<file path="src/core/pccb_defines.vh">
// Addresses, field positions, reset values and counts of the config bank.
`ifndef PCCB_DEFINES_VH
`define PCCB_DEFINES_VH

`define PCCB_AW 16
`define PCCB_ADDR_CFG 16'hd170
`define PCCB_ADDR_STAT 16'hd174

`define PCCB_SOFT_RESET_CTL_BIT 10
`define PCCB_READ_ERROR_RESPONSE_SEL_BIT 9
`define PCCB_M0_BIT 8
`define PCCB_M1_BIT 7
`define PCCB_M2_BIT 6
`define PCCB_IO_BIT 5
`define PCCB_TARGET_READY_BIT_BIT 4
`define PCCB_INIT_CFG_ACCESS_ENABLE_BIT 3
`define PCCB_LOAD_SOURCE_SELECT_BIT 2
`define PCCB_EEPROM_LOAD_COMPLETE_BIT 0
`define PCCB_SRSTOK_BIT 16

`define PCCB_READ_ERROR_RESPONSE_SEL_RST 1'h1
`define PCCB_INIT_CFG_ACCESS_ENABLE_RST 1'h1
`define PCCB_M0_RST 1'h0
`define PCCB_M1_RST 1'h0
`define PCCB_IO_RST 1'h0
`define PCCB_LOAD_SOURCE_SELECT_RST 1'h0
`define PCCB_SOFT_RESET_CTL_RST 1'h0

`define PCCB_SOFT_RESET_CTL_MIN_PCI_CLKS 3'h4
`define PCCB_CNT_W 3

`endif

</file>
<file path="src/core/pccb_sync.v">
// Two-flop synchroniser for a group of levels from outside the clock domain.
`timescale 1ns/1ns
`default_nettype none

module pccb_sync
#(
   parameter WIDTH = 1
)
(
   input wire mclk_i,
   input wire [WIDTH-1:0] async_i,
   output reg [WIDTH-1:0] sync_o
);

   reg [WIDTH-1:0] stage1;

   always @(posedge mclk_i)
   begin
      stage1 <= async_i;
      sync_o <= stage1;
   end

endmodule // pccb_sync

`default_nettype wire

</file>
<file path="src/core/pccb_regs.v">
// Controller configuration bits with soft reset, windows and target gating.
//
// What this block does
// - Writing one to soft reset resets the controller and reloads config space.
// - While soft reset is set, other controller registers are inaccessible.
// - Soft reset keeps the status registers and the load-source bit unchanged.
// - With read error response set, initiator read errors give an internal bus error.
// - Window 0 and window 1 enables, reset zero, gate initiator accesses.
// - Window 2 enable gates accesses; resets one in boot mode, else zero.
// - The I/O window enable, reset zero, gates initiator I/O accesses.
// - Target accesses accepted only with target-ready and load flag; else retry.
// - Target-ready resets to one in boot and satellite modes, else zero.
// - Config access enable, reset one, gates configuration cycles.
// - Soft reset loads from config data registers if load-source is one.
// - The EEPROM load flag sets when the internal load process finishes.
`include "pccb_defines.vh"
`timescale 1ns/1ns
`default_nettype none

module pccb_regs
(
   input wire mclk_i,
   input wire reset_i,
   input wire [`PCCB_AW-1:0] avs_address_i,
   input wire avs_read_i,
   input wire avs_write_i,
   input wire [31:0] avs_writedata_i,
   input wire [3:0] avs_byteenable_i,
   output reg [31:0] avs_readdata_o,
   output reg avs_waitrequest_o,
   input wire pci_clk_i,
   input wire boot_mode_i,
   input wire satellite_mode_i,
   input wire load_process_done_i,
   input wire init_read_active_i,
   input wire err_data_parity_i,
   input wire err_master_abort_i,
   input wire err_target_abort_i,
   input wire err_trdy_timeout_i,
   input wire err_retry_timeout_i,
   input wire tgt_access_req_i,
   output reg soft_reset_o,
   output reg reload_start_o,
   output reg reload_from_cfgdata_o,
   output reg other_regs_block_o,
   output reg ibus_read_berr_o,
   output reg mem_window0_enable_o,
   output reg mem_window1_enable_o,
   output reg mem_window2_enable_o,
   output reg io_window_enable_o,
   output reg init_cfg_access_enable_o,
   output reg target_accept_o,
   output reg target_retry_o
);

   // ==========================================================
   // Pin synchronisation
   // ==========================================================
   wire [2:0] pins_s;
   wire pci_clk_s;
   wire boot_s;
   wire sat_s;

   pccb_sync #(.WIDTH(3)) u_sync
   (
      .mclk_i(mclk_i),
      .async_i({pci_clk_i, boot_mode_i, satellite_mode_i}),
      .sync_o(pins_s)
   );

   assign pci_clk_s = pins_s[2];
   assign boot_s = pins_s[1];
   assign sat_s = pins_s[0];

   // ==========================================================
   // Register state
   // ==========================================================
   reg soft_reset_ctl;
   reg read_error_response_sel;
   reg target_ready_bit;
   reg load_source_select;
   reg eeprom_load_complete;
   reg strap_boot;
   reg strap_sat;
   reg strap_done;
   reg soft_reset_ctl_q;
   reg pci_clk_q;
   reg [`PCCB_CNT_W-1:0] pci_clk_cnt;
   wire pci_rise;
   wire soft_reset_ctl_min_ok;

   assign pci_rise = pci_clk_s & ~pci_clk_q;
   assign soft_reset_ctl_min_ok = (pci_clk_cnt == `PCCB_SOFT_RESET_CTL_MIN_PCI_CLKS);

   // ==========================================================
   // Bus slave
   // ==========================================================
   wire req;
   wire accept;
   wire sel_cfg;
   wire sel_stat;
   wire cfg_wr_lo;
   wire cfg_wr_hi;
   reg [31:0] next_readdata;
   reg [31:0] cfg_word;
   reg [31:0] stat_word;

   assign req = avs_read_i | avs_write_i;
   // The access is taken at the edge where waitrequest is seen low.
   assign accept = req & ~avs_waitrequest_o;
   assign sel_cfg = (avs_address_i == `PCCB_ADDR_CFG);
   assign sel_stat = (avs_address_i == `PCCB_ADDR_STAT);
   assign cfg_wr_lo = accept & avs_write_i & sel_cfg & avs_byteenable_i[0];
   assign cfg_wr_hi = accept & avs_write_i & sel_cfg & avs_byteenable_i[1];

   always @*
   begin
      cfg_word = 32'h0000_0000;
      cfg_word[`PCCB_SOFT_RESET_CTL_BIT] = soft_reset_ctl;
      cfg_word[`PCCB_READ_ERROR_RESPONSE_SEL_BIT] = read_error_response_sel;
      cfg_word[`PCCB_M0_BIT] = mem_window0_enable_o;
      cfg_word[`PCCB_M1_BIT] = mem_window1_enable_o;
      cfg_word[`PCCB_M2_BIT] = mem_window2_enable_o;
      cfg_word[`PCCB_IO_BIT] = io_window_enable_o;
      cfg_word[`PCCB_TARGET_READY_BIT_BIT] = target_ready_bit;
      cfg_word[`PCCB_INIT_CFG_ACCESS_ENABLE_BIT] = init_cfg_access_enable_o;
      cfg_word[`PCCB_LOAD_SOURCE_SELECT_BIT] = load_source_select;
      stat_word = 32'h0000_0000;
      stat_word[`PCCB_EEPROM_LOAD_COMPLETE_BIT] = eeprom_load_complete;
      stat_word[`PCCB_SRSTOK_BIT] = soft_reset_ctl_min_ok;
      next_readdata = 32'h0000_0000;
      if (sel_cfg)
      begin
         next_readdata = cfg_word;
      end
      else if (sel_stat && !soft_reset_ctl)
      begin
         next_readdata = stat_word;
      end
   end

   always @(posedge mclk_i)
   begin
      if (reset_i)
      begin
         avs_waitrequest_o <= 1'b1;
         avs_readdata_o <= 32'h0000_0000;
      end
      else if (req && avs_waitrequest_o)
      begin
         avs_waitrequest_o <= 1'b0;
         avs_readdata_o <= next_readdata;
      end
      else
      begin
         avs_waitrequest_o <= 1'b1;
      end
   end

   // ==========================================================
   // Mode straps, caught on the first edge after reset release
   // ==========================================================
   always @(posedge mclk_i)
   begin
      if (reset_i)
      begin
         strap_done <= 1'b0;
         strap_boot <= 1'b0;
         strap_sat <= 1'b0;
      end
      else if (!strap_done)
      begin
         strap_done <= 1'b1;
         strap_boot <= boot_s;
         strap_sat <= sat_s;
      end
   end

   // ==========================================================
   // Configuration fields
   // ==========================================================
   always @(posedge mclk_i)
   begin
      if (reset_i)
      begin
         soft_reset_ctl <= `PCCB_SOFT_RESET_CTL_RST;
         load_source_select <= `PCCB_LOAD_SOURCE_SELECT_RST;
         read_error_response_sel <= `PCCB_READ_ERROR_RESPONSE_SEL_RST;
         mem_window0_enable_o <= `PCCB_M0_RST;
         mem_window1_enable_o <= `PCCB_M1_RST;
         mem_window2_enable_o <= 1'b0;
         io_window_enable_o <= `PCCB_IO_RST;
         target_ready_bit <= 1'b0;
         init_cfg_access_enable_o <= `PCCB_INIT_CFG_ACCESS_ENABLE_RST;
      end
      else if (!strap_done)
      begin
         mem_window2_enable_o <= boot_s;
         target_ready_bit <= boot_s | sat_s;
      end
      else
      begin
         if (cfg_wr_hi)
         begin
            soft_reset_ctl <= avs_writedata_i[`PCCB_SOFT_RESET_CTL_BIT];
         end
         // The load-source bit is never touched by soft reset.
         if (cfg_wr_lo)
         begin
            load_source_select <= avs_writedata_i[`PCCB_LOAD_SOURCE_SELECT_BIT];
         end
         if (cfg_wr_hi)
         begin
            read_error_response_sel <= avs_writedata_i[`PCCB_READ_ERROR_RESPONSE_SEL_BIT];
            mem_window0_enable_o <= avs_writedata_i[`PCCB_M0_BIT];
         end
         else if (soft_reset_ctl)
         begin
            read_error_response_sel <= `PCCB_READ_ERROR_RESPONSE_SEL_RST;
            mem_window0_enable_o <= `PCCB_M0_RST;
         end
         if (cfg_wr_lo)
         begin
            mem_window1_enable_o <= avs_writedata_i[`PCCB_M1_BIT];
            mem_window2_enable_o <= avs_writedata_i[`PCCB_M2_BIT];
            io_window_enable_o <= avs_writedata_i[`PCCB_IO_BIT];
            target_ready_bit <= avs_writedata_i[`PCCB_TARGET_READY_BIT_BIT];
            init_cfg_access_enable_o <= avs_writedata_i[`PCCB_INIT_CFG_ACCESS_ENABLE_BIT];
         end
         else if (soft_reset_ctl)
         begin
            mem_window1_enable_o <= `PCCB_M1_RST;
            mem_window2_enable_o <= strap_boot;
            io_window_enable_o <= `PCCB_IO_RST;
            target_ready_bit <= strap_boot | strap_sat;
            init_cfg_access_enable_o <= `PCCB_INIT_CFG_ACCESS_ENABLE_RST;
         end
      end
   end

   // ==========================================================
   // Soft reset sequencing and PCI clock count
   // ==========================================================
   always @(posedge mclk_i)
   begin
      if (reset_i)
      begin
         soft_reset_ctl_q <= 1'b0;
         pci_clk_q <= 1'b0;
         pci_clk_cnt <= {`PCCB_CNT_W{1'b0}};
         soft_reset_o <= 1'b0;
         reload_start_o <= 1'b0;
         reload_from_cfgdata_o <= 1'b0;
         other_regs_block_o <= 1'b0;
      end
      else
      begin
         soft_reset_ctl_q <= soft_reset_ctl;
         pci_clk_q <= pci_clk_s;
         soft_reset_o <= soft_reset_ctl;
         other_regs_block_o <= soft_reset_ctl;
         reload_start_o <= soft_reset_ctl & ~soft_reset_ctl_q;
         if (soft_reset_ctl && !soft_reset_ctl_q)
         begin
            reload_from_cfgdata_o <= load_source_select;
         end
         // Counts PCI clock rises up to four while soft reset is set; status reads give zero then, so only a read latched the cycle after it clears sees it.
         if (!soft_reset_ctl)
         begin
            pci_clk_cnt <= {`PCCB_CNT_W{1'b0}};
         end
         else if (pci_rise && !soft_reset_ctl_min_ok)
         begin
            pci_clk_cnt <= pci_clk_cnt + 1'b1;
         end
      end
   end

   // ==========================================================
   // Load flag, status kept across soft reset
   // ==========================================================
   always @(posedge mclk_i)
   begin
      if (reset_i)
      begin
         eeprom_load_complete <= 1'b0;
      end
      else if (load_process_done_i)
      begin
         eeprom_load_complete <= 1'b1;
      end
   end

   // ==========================================================
   // Initiator read errors and target gating
   // ==========================================================
   wire any_read_err;

   assign any_read_err = err_data_parity_i | err_master_abort_i |
      err_target_abort_i | err_trdy_timeout_i | err_retry_timeout_i;

   always @(posedge mclk_i)
   begin
      if (reset_i)
      begin
         ibus_read_berr_o <= 1'b0;
         target_accept_o <= 1'b0;
         target_retry_o <= 1'b0;
      end
      else
      begin
         ibus_read_berr_o <= read_error_response_sel & init_read_active_i &
            any_read_err;
         target_accept_o <= target_ready_bit & eeprom_load_complete;
         target_retry_o <= tgt_access_req_i &
            ~(target_ready_bit & eeprom_load_complete);
      end
   end

endmodule // pccb_regs

`default_nettype wire

</file>
<file path="config.mk">
export PLATFORM = sky130hd
export DESIGN_NAME = pccb_regs
export DESIGN_NICKNAME = d
export VERILOG_FILES = /design/src/core/pccb_sync.v /design/src/core/pccb_regs.v
export VERILOG_INCLUDE_DIRS = /design/src /design/src/core
export SDC_FILE = /design/constraint.sdc
export NUM_CORES = 1
export LEC_CHECK = 0
export ABC_AREA = 1
export ABC_CLOCK_PERIOD_IN_PS = 1850
export BUFFER_PORTS_ARGS = -buffer_cell sky130_fd_sc_hd__buf_2
export CORE_MARGIN = 3
export CORE_UTILIZATION = 43
export CTS_CLUSTER_SIZE = 30
export DETAILED_ROUTE_END_ITERATION = 8
export MAX_ROUTING_LAYER = met4
export PLACE_DENSITY = 0.81
export SYNTH_ARGS = -nofsm -noshare
export SYNTH_HDL_FRONTEND = slang
export SYNTH_SLANG_ARGS = --single-unit
</file>
<file path="constraint.sdc">
create_clock -name mclk_i -period 1.85 [get_ports mclk_i]
set_clock_uncertainty 0.15 [all_clocks]
set_input_delay 0.2775 -clock mclk_i [delete_from_list [all_inputs] [get_ports mclk_i]]
set_output_delay 0.2775 -clock mclk_i [all_outputs]
set_load 0.01 [all_outputs]
</file>
Word level (Yosys, flattened, before mapping):

Index checks and enable logic that the tools add are counted.

* equality and inequality tests: 4
* mux-type cells: 17
* add/subtract/negate cells: 1
* reduce and logical (&&, ||, !) cells: 14
* bitwise gates (word level): 23

Operators by type and width (count)
* $mux 17: 2
* $eq 16x16->1 const B: 2
* $mux 1: 15
* $and 1x1->1: 11
* $reduce_and 2->1: 4
* $or 1x1->1: 7
* $not 1->1: 5
* $logic_and 1x1->1: 4
* $reduce_bool 2->1: 2
* $add 3x1->3 const B: 1
* $eq 3x3->1 const B: 1
* $logic_not 1->1: 3
* $ne 3x2->1 const B: 1
* $reduce_or 2->1: 1

* output and inout port bits: 45
* bits of input ports: 67
* logic and storage cells: 84
* register bits after elaboration: 62

Logic depth before layout (Yosys ltp):

Gate-level depths: netlist (run 1).

* depth in word-level cells: 7
* depth in mapped cells: 10
* mapped depth without buffers: 10

Hierarchy:

A second synthesis (run 1) with hierarchy kept.

* cells, all modules: 238
* area, all modules: 1834.3 µm²

By module, submodules not included
* pccb_regs: area an instance 1714.1 µm², instances 1, cells an instance 232, sequential area each 700.7 µm²
* pccb_sync: area an instance 120.1 µm², instances 1, cells an instance 6, sequential area each 120.1 µm²

Least setup slack after synthesis (run 1):

Ideal clock, no wire load.

* path kind: input-to-reg
* start point: input port avs_address_i[13]
* end point: register target_ready_bit
* arrival: 1086 ps
* library setup time: 118 ps
* path buffers: 1
* slack: 496 ps
* data required time: 1582 ps
* stages on the path: 9
* cells stage by stage: inv_1 nand2_2 nor2_2 nand2_2 nor2_8 buf_6 nand4_1 nand3_2 a21oi_2

* cells in the longest elaborated chain, start to end: 5
* elaborated cells between the ends (all ways): 6
* those cells by class: eq/ne (2); mux (2); bitwise (2)

Ends and longest elaborated chain
* start: declaration: line pccb_regs.v:24 `` input wire [`PCCB_AW-1:0] avs_address_i, ``
* $eq 16x16->1 (no line) *
* $and 1x1->1 * (2 in a row): line pccb_regs.v:113 `assign cfg_wr_lo = accept & avs_write_i & sel_cfg & avs_byteenable_i[0];`
* $mux 1: line pccb_regs.v:222 `if (cfg_wr_lo)`
* $mux 1: line pccb_regs.v:196 `else if (!strap_done)`
* end signal: assignment: line pccb_regs.v:199 `target_ready_bit <= boot_s | sat_s;`
* end signal: assignment: line pccb_regs.v:227 `` target_ready_bit <= avs_writedata_i[`PCCB_TARGET_READY_BIT_BIT]; ``
* end signal: assignment: line pccb_regs.v:235 `target_ready_bit <= strap_boot | strap_sat;`
* end: declaration: line pccb_regs.v:80 `reg target_ready_bit;`

Mark *: on every way between the ends. The rest lies on a longest branch, timed or not.
A chain may end at the register's enable or synchronous reset.

Worst setup path after layout (run 1):

* start point: register avs_waitrequest_o
* end point: register avs_readdata_o[6]

* cells in the longest elaborated chain, start to end: 1

Ends and longest elaborated chain
* start: declaration: line pccb_regs.v:30 `output reg avs_waitrequest_o,`
* start signal: assignment: line pccb_regs.v:146 `avs_waitrequest_o <= 1'b1;`
* start signal: assignment: line pccb_regs.v:151 `avs_waitrequest_o <= 1'b0;`
* start signal: assignment: line pccb_regs.v:156 `avs_waitrequest_o <= 1'b1;`
* $logic_and 1x1->1: line pccb_regs.v:149 `else if (req && avs_waitrequest_o)`
* end signal: assignment: line pccb_regs.v:152 `avs_readdata_o <= next_readdata;`
* end: declaration: line pccb_regs.v:29 `output reg [31:0] avs_readdata_o,`

Every way passes these cells.

==> flow_metrics.env, run 1 <==
export IMPL_start_kind="register"
export IMPL_yosys_warnings=0
export IMPL_hold_path_class="in2reg"
export IMPL_powerDensity_nw_per_um2=749.5
export IMPL_post_route_period_util_pct=80.61
export IMPL_die_w_microns=72
export IMPL_worstReg2RegStart="avs_waitrequest_o"
export IMPL_path_clk_slew_ns=0.08
export IMPL_hpwl_mm=3.096
export IMPL_vias=1611
export IMPL_ys_seq_elements=41
export IMPL_cts_tree="built"
export IMPL_path_cells="o21ai_1 > inv_1 > o21ai_0 > a21oi_1"
export IMPL_drcViolationCount=0
export IMPL_placed_area_sq_um=2141
export IMPL_final_nets=369
export IMPL_tns_ns=0
export IMPL_rsz0062_at_grt="no"
export IMPL_final_common_cell="buf_2"
export IMPL_worst_pin_slew_ns=0.5232
export IMPL_min_delay_start="load_process_done_i"
export IMPL_routed_via_density=4.590
export IMPL_cts_sinks=41
export IMPL_initial_core_util_pct=45.52
export IMPL_clk_latency_ns=0.30
export IMPL_max_stage_delay_ns=0.42
export IMPL_cts_repair_resize_count=0
export IMPL_drive_gt1_share_pct=33.22
export IMPL_syn_area_per_cell_sq_um=8.073
export IMPL_worstRegToRegCells=4
export IMPL_pin_count=112
export IMPL_fp_dieH_microns=72
export IMPL_final_cell_mix="buf_2 (65), nand2_1 (43), dfxtp_1 (41)"
export IMPL_grt_pass1_vias=1431
export IMPL_root_buffer="clkbuf_8"
export IMPL_drt_iter0_markers=74
export IMPL_core_area_sq_um=4115
export IMPL_drv_cap=0
export IMPL_numCtsBuffers=5
export IMPL_ant_nets=0
export IMPL_cp_end_kind="register"
export IMPL_period_needed_ns=1.491
export IMPL_min_to="eeprom_load_complete"
export IMPL_crit_fanout=21
export IMPL_wl_per_cell_microns=11.01
export IMPL_overflow=0
export IMPL_cts_htree_levels=2
export IMPL_ff2ff_setup_slack_ns=0.36
export IMPL_max_slew_margin_pct=65.08
export IMPL_setup_worst_path_class="reg2reg"
export IMPL_ir_drop_uv=474.8
export IMPL_hold_viol=0
export IMPL_synth_cell_types=33
export IMPL_die_area_sq_um=5184
export IMPL_fill_cells=389
export IMPL_cp_arrival_ns=1.56
export IMPL_wl_mm=3.865
export IMPL_power_mw=1.692
export IMPL_holdWs_ns=0.04228
export IMPL_cp_required_ns=1.92
export IMPL_area_growth_pct=20.51
export IMPL_grt_pass1_wl_mm=6.244
export IMPL_dr_pass1_iters=4
export IMPL_grt_max_degree=22
export IMPL_clockBufferDepth=2
export IMPL_diodes=0
export IMPL_port_buffers=65
export IMPL_grt_usage_pct=15.88
export IMPL_rr_endpoint="avs_readdata_o[6]"
export IMPL_crit_slowest_cell="inv_1"
export IMPL_rows=23
export IMPL_postSynthCellCount=232
export IMPL_fmax_ghz=0.6706
export IMPL_final_area_sq_um=2257
export IMPL_yosysSeqAreaShare_pct=43.82
export IMPL_status="finished clean"
export IMPL_slew_violations=0
export IMPL_hold_depth=3
export IMPL_setup_viol=0
export IMPL_antenna_found_initial=0
export IMPL_synth_area_sq_um=1873
export IMPL_leakagePower_nw=1.129
export IMPL_gp_congestion=0.8313
==> cell usage after synthesis, drive strengths merged <==
cell type	n	share of area [%]
nor2	22	6.1
clkinv	2	0.47
nand2	50	11
o21ai	15	4.0
or2	1	0.33
a21oi	23	6.7
clkbuf	5	1.5
dfxtp	41	44
nand4	8	4.3
nand3	6	2.8
o22ai	1	0.33
nor3	4	1.1
ha	2	1.3
inv	25	5.0
a211oi	2	1.1
buf	24	9.7
conb	1	0.20
==> what timing repair did <==
action                     in CTS  in global routing
setup buffers                   0                  0
hold endpoints to repair        3                  0
hold buffers                    3                  0
setup endpoints to repair       0                  0
==> cell type report <==
class                      count  area, sq um  share of cell area, %
clock inverter                 3        17.52                 0.7761
inverter                      27        102.6                  4.545
tap                           50        62.56                  2.772
multi-input combinational    155        814.5                  36.09
clock buffer                   5        68.82                  3.049
timing repair buffer          70        370.4                  16.41
sequential                    41        820.8                  36.36
==> metal layers <==
layer  track usage [%]  vias up  share of wire, %
met4             5.428        0               1.2
met3             5.817        5               6.5
li1                  -      833                 -
met5                 -        -                 0
met1             17.56      725                40
met2             26.43       48                53
==> critical path: cells and delay by family (launching register included) <==
kind                   cells  cell delay, ns
buffers and inverters      1            0.42
AO/OA/AOI/OAI              3            0.46
flip-flops                 1            0.39
==> power by group <==
group | switching [mW] | total [mW] | leakage (nW) | internal [mW]
sequential | 0.0168 | 0.934 | 0.337 | 0.917
combinational | 0.121 | 0.200 | 0.749 | 0.0786
clock | 0.298 | 0.558 | 0.0439 | 0.260
total | 0.436 | 1.69 | 1.13 | 1.26
==> kinds of logic (layout without fill, tap and decap cells) <==
family	after synthesis	after routing	share of synthesized area, %
other	1	21	0.2002
AO/OA/AOI/OAI	41	41	12.16
buffers and inverters	56	105	16.70
AND/OR/NAND/NOR	91	91	25.79
adder cells (fa/ha/maj)	2	2	1.336
flip-flops	41	41	43.82
==> state kept, by name (all words and copies together) (netlist names), 3 cells and up <==
name,cells
u_sync.stage1,3
avs_readdata_o,11
pci_clk_cnt,3
u_sync.sync_o,3
==> through the flow <==
stage | std cells | setup WS (ns) | utilization [%]
global placement | 340 | 0.2041 | 52.02
global route | 351 | 0.1547 | 54.85
detailed placement | 340 | 0.1737 | 52.02
finish | 351 | 0.3587 | 54.85
CTS | 351 | 0.3443 | 54.85
floorplan | 252 | 0.4958 | -
==> worst max path at each step <==
| stage | startpoint | end | slack, ns | depth (start not counted) |
|---|---|---|---|---|
| after global placement | avs_address_i[13] | read_error_response_sel | 0.20 | 9 |
| after CTS | avs_waitrequest_o | avs_readdata_o[6] | 0.34 | 4 |
| after global routing | avs_waitrequest_o | avs_readdata_o[6] | 0.15 | 4 |
| final | avs_waitrequest_o | avs_readdata_o[6] | 0.36 | 4 |
| after floorplan | avs_address_i[13] | target_ready_bit | 0.50 | 9 |
| after detailed placement | avs_address_i[13] | read_error_response_sel | 0.17 | 9 |
Power figures use the tool's default switching activity.
==> run 2: changes to the inputs <==
ABC_CLOCK_PERIOD_IN_PS = 1240   (was 1850)
CORE_UTILIZATION = 39   (was 43)
PLACE_DENSITY = 0.77   (was 0.81)
clock period = 1.24 ns   (was 1.85 ns; I/O delays follow)
==> run 2 against run 1 <==
  * The flow now finishes with violations (negative setup slack)
  * First-iteration DRC count up 30%
  * Global-route usage down 0.54 points
  * Die area rose by 9.4%
  * Critical path depth increased by 5
  * Via count is 7.7% higher
  * Cell count rose by 10%
  * Utilization rose by 6.0 points
  * Worst setup slack worse by 0.51 ns
  * Final area up 21%
  * Largest power group unchanged
==> flow_metrics.env, run 2 (same netlist as run 1, synthesis figures left out) <==
export IMPL_status="finished, violations left"
export IMPL_violations="negative setup slack"
export IMPL_grt_pass1_vias=1501
export IMPL_setup_worst_path_class="reg2reg"
export IMPL_final_nets=403
export IMPL_numCtsBuffers=5
export IMPL_power_mw=3.033
export IMPL_worst_slack_ns=-0.1505
export IMPL_cts_tree="built"
export IMPL_diodes=0
export IMPL_cts_htree_levels=2
export IMPL_wl_met3_microns=225
export IMPL_hold_viol=0
export IMPL_cp_common_cell="inv_2"
export IMPL_cp_required_ns=1.32
export IMPL_clockBufferDepth=2
export IMPL_crit_slowest_cell="dfxtp_2"
export IMPL_finalNonFillerCells=387
export IMPL_fp_dieH_microns=75.30
export IMPL_rsz0062_at_grt="yes"
export IMPL_cts_sinks=41
export IMPL_path_cells="inv_2 > ha_4 > nand2_2 > inv_2 > nor3_2 > inv_2 > nor2_4 > o21ai_2 > a21oi_2"
export IMPL_wl_met2_mm=2.324
export IMPL_port_buffers=65
export IMPL_grt_usage_pct=15.34
export IMPL_fmax_ghz=0.7192
export IMPL_worstReg2RegStart="pci_clk_cnt[0]"
export IMPL_leakagePower_nw=1.343
export IMPL_place_inst=359
export IMPL_hold_path_class="in2reg"
export IMPL_max_stage_delay_ns=0.34
export IMPL_die_area_sq_um=5670
export IMPL_min_to="soft_reset_ctl_q"
export IMPL_post_route_period_util_pct=112.1
export IMPL_vias=1735
export IMPL_start_kind="register"
export IMPL_ff2ff_setup_slack_ns=-0.15
export IMPL_drt_iter0_markers=96
export IMPL_grt_max_degree=22
export IMPL_wl_per_cell_microns=11.53
export IMPL_clk_latency_ns=0.29
export IMPL_top_layer="met4"
export IMPL_die_w_microns=75.30
export IMPL_overflow=0
export IMPL_grt_pass1_wl_mm=6.423
export IMPL_min_delay_start="reset_i"
export IMPL_wl_mm=4.464
export IMPL_dr_pass1_iters=4
export IMPL_cp_arrival_ns=1.47
export IMPL_hpwl_mm=3.229
export IMPL_ir_drop_uv=890.4
export IMPL_period_needed_ns=1.390
export IMPL_pin_count=112
export IMPL_regMostFlops="avs_readdata_o"
export IMPL_root_buffer="clkbuf_8"
export IMPL_ant_nets=0
export IMPL_path_clk_slew_ns=0.08
export IMPL_drcViolationCount=0
export IMPL_drive_gt1_share_pct=48.66
export IMPL_routed_via_density=4.483
export IMPL_largest_reg_flops=11
export IMPL_hold_depth=2
export IMPL_setup_viol=10
export IMPL_drv_cap=0
export IMPL_gp_congestion=0.8246
export IMPL_initial_core_util_pct=41.58
export IMPL_slew_violations=0
export IMPL_final_common_cell="buf_2"
export IMPL_core_area_sq_um=4504
export IMPL_hold_buffers=11
export IMPL_rows=24
export IMPL_worstRegToRegCells=9
export IMPL_powerDensity_nw_per_um2=1108
export IMPL_crit_fanout=5
export IMPL_antenna_found_initial=0
export IMPL_area_growth_pct=46.23
export IMPL_final_cell_mix="buf_2 (65), nand2_1 (36), dfxtp_1 (36)"
export IMPL_rr_endpoint="pci_clk_cnt[2]"
export IMPL_met1_length_mm=1.834
export IMPL_fill_cells=379
export IMPL_cp_end_kind="register"
[run 2: stage by stage]
stage	setup TNS (ns)	utilization, %	worst slack [ns]	hold slack (ns)	cell area (sq um)
finish	-0.5442	60.81	-0.1505	0.002348	2739
global route	-1.331	60.81	-0.1915	-0.01278	2739
CTS	-0.4274	57.92	-0.1812	-0.01165	2609
detailed placement	-3.276	51.33	-0.2165	0.1396	2312
global placement	-2.973	51.33	-0.1996	0.1391	2312
floorplan	-0.08889	-	-0.07371	0.06372	1967
[run 2: final cells by class]
cell class              instances  area, sq um  share of cell area [%]
inverters                      27        117.6                   4.294
clock inverters                 3        65.06                   2.376
multi-input cells             155        909.6                   33.21
well taps                      52        65.06                   2.376
clock buffers                   5        68.82                   2.513
repair buffers                104        685.7                   25.03
flip-flops and latches         41        827.0                   30.20
[run 2: how the worst max path moves through the flow]
stage                       from                 endpoint  slack [ns]  cells past startpoint
2_1_floorplan     pci_clk_cnt[0]           pci_clk_cnt[2]       -0.07                      9
3_3_place_gp   avs_address_i[11]  read_error_response_sel       -0.20                      9
3_5_place_dp   avs_address_i[11]     mem_window2_enable_o       -0.22                     11
4_1_cts           pci_clk_cnt[1]           pci_clk_cnt[2]       -0.18                      9
5_1_grt           pci_clk_cnt[0]           pci_clk_cnt[2]       -0.19                      9
6_report          pci_clk_cnt[0]           pci_clk_cnt[2]       -0.15                      9
[run 2: critical path: cells and delay by family, from the launching register on]
| kind | cells | cell delay, ns |
|---|---|---|
| AOI/OAI and AO/OA | 2 | 0.21 |
| adders and majority gates | 1 | 0.15 |
| buffers and inverters | 3 | 0.18 |
| DFF | 1 | 0.34 |
| and+or+nand+nor | 3 | 0.30 |
[run 2: metal layers]
| metal | GRT usage (%) | vias to the layer above |
|---|---|---|
| li1 | - | 902 |
| met1 | 17.40 | 774 |
| met2 | 25.60 | 52 |
| met3 | 3.958 | 7 |
| met4 | 6.408 | 0 |
| met5 | - | - |
[run 2: timing repair]
item	in CTS	in global routing
setup buffers	3	7
setup endpoints to repair	10	17
resized for setup	14	28
gates cloned	0	0
endpoints found under the hold margin	12	1
pin swaps	6	20
[run 2: where the power goes]
part           internal, mW  total, mW  switching (mW)
Clock                 0.799       1.26           0.456
Combinational         0.176      0.385           0.209
Sequential             1.37       1.39          0.0244
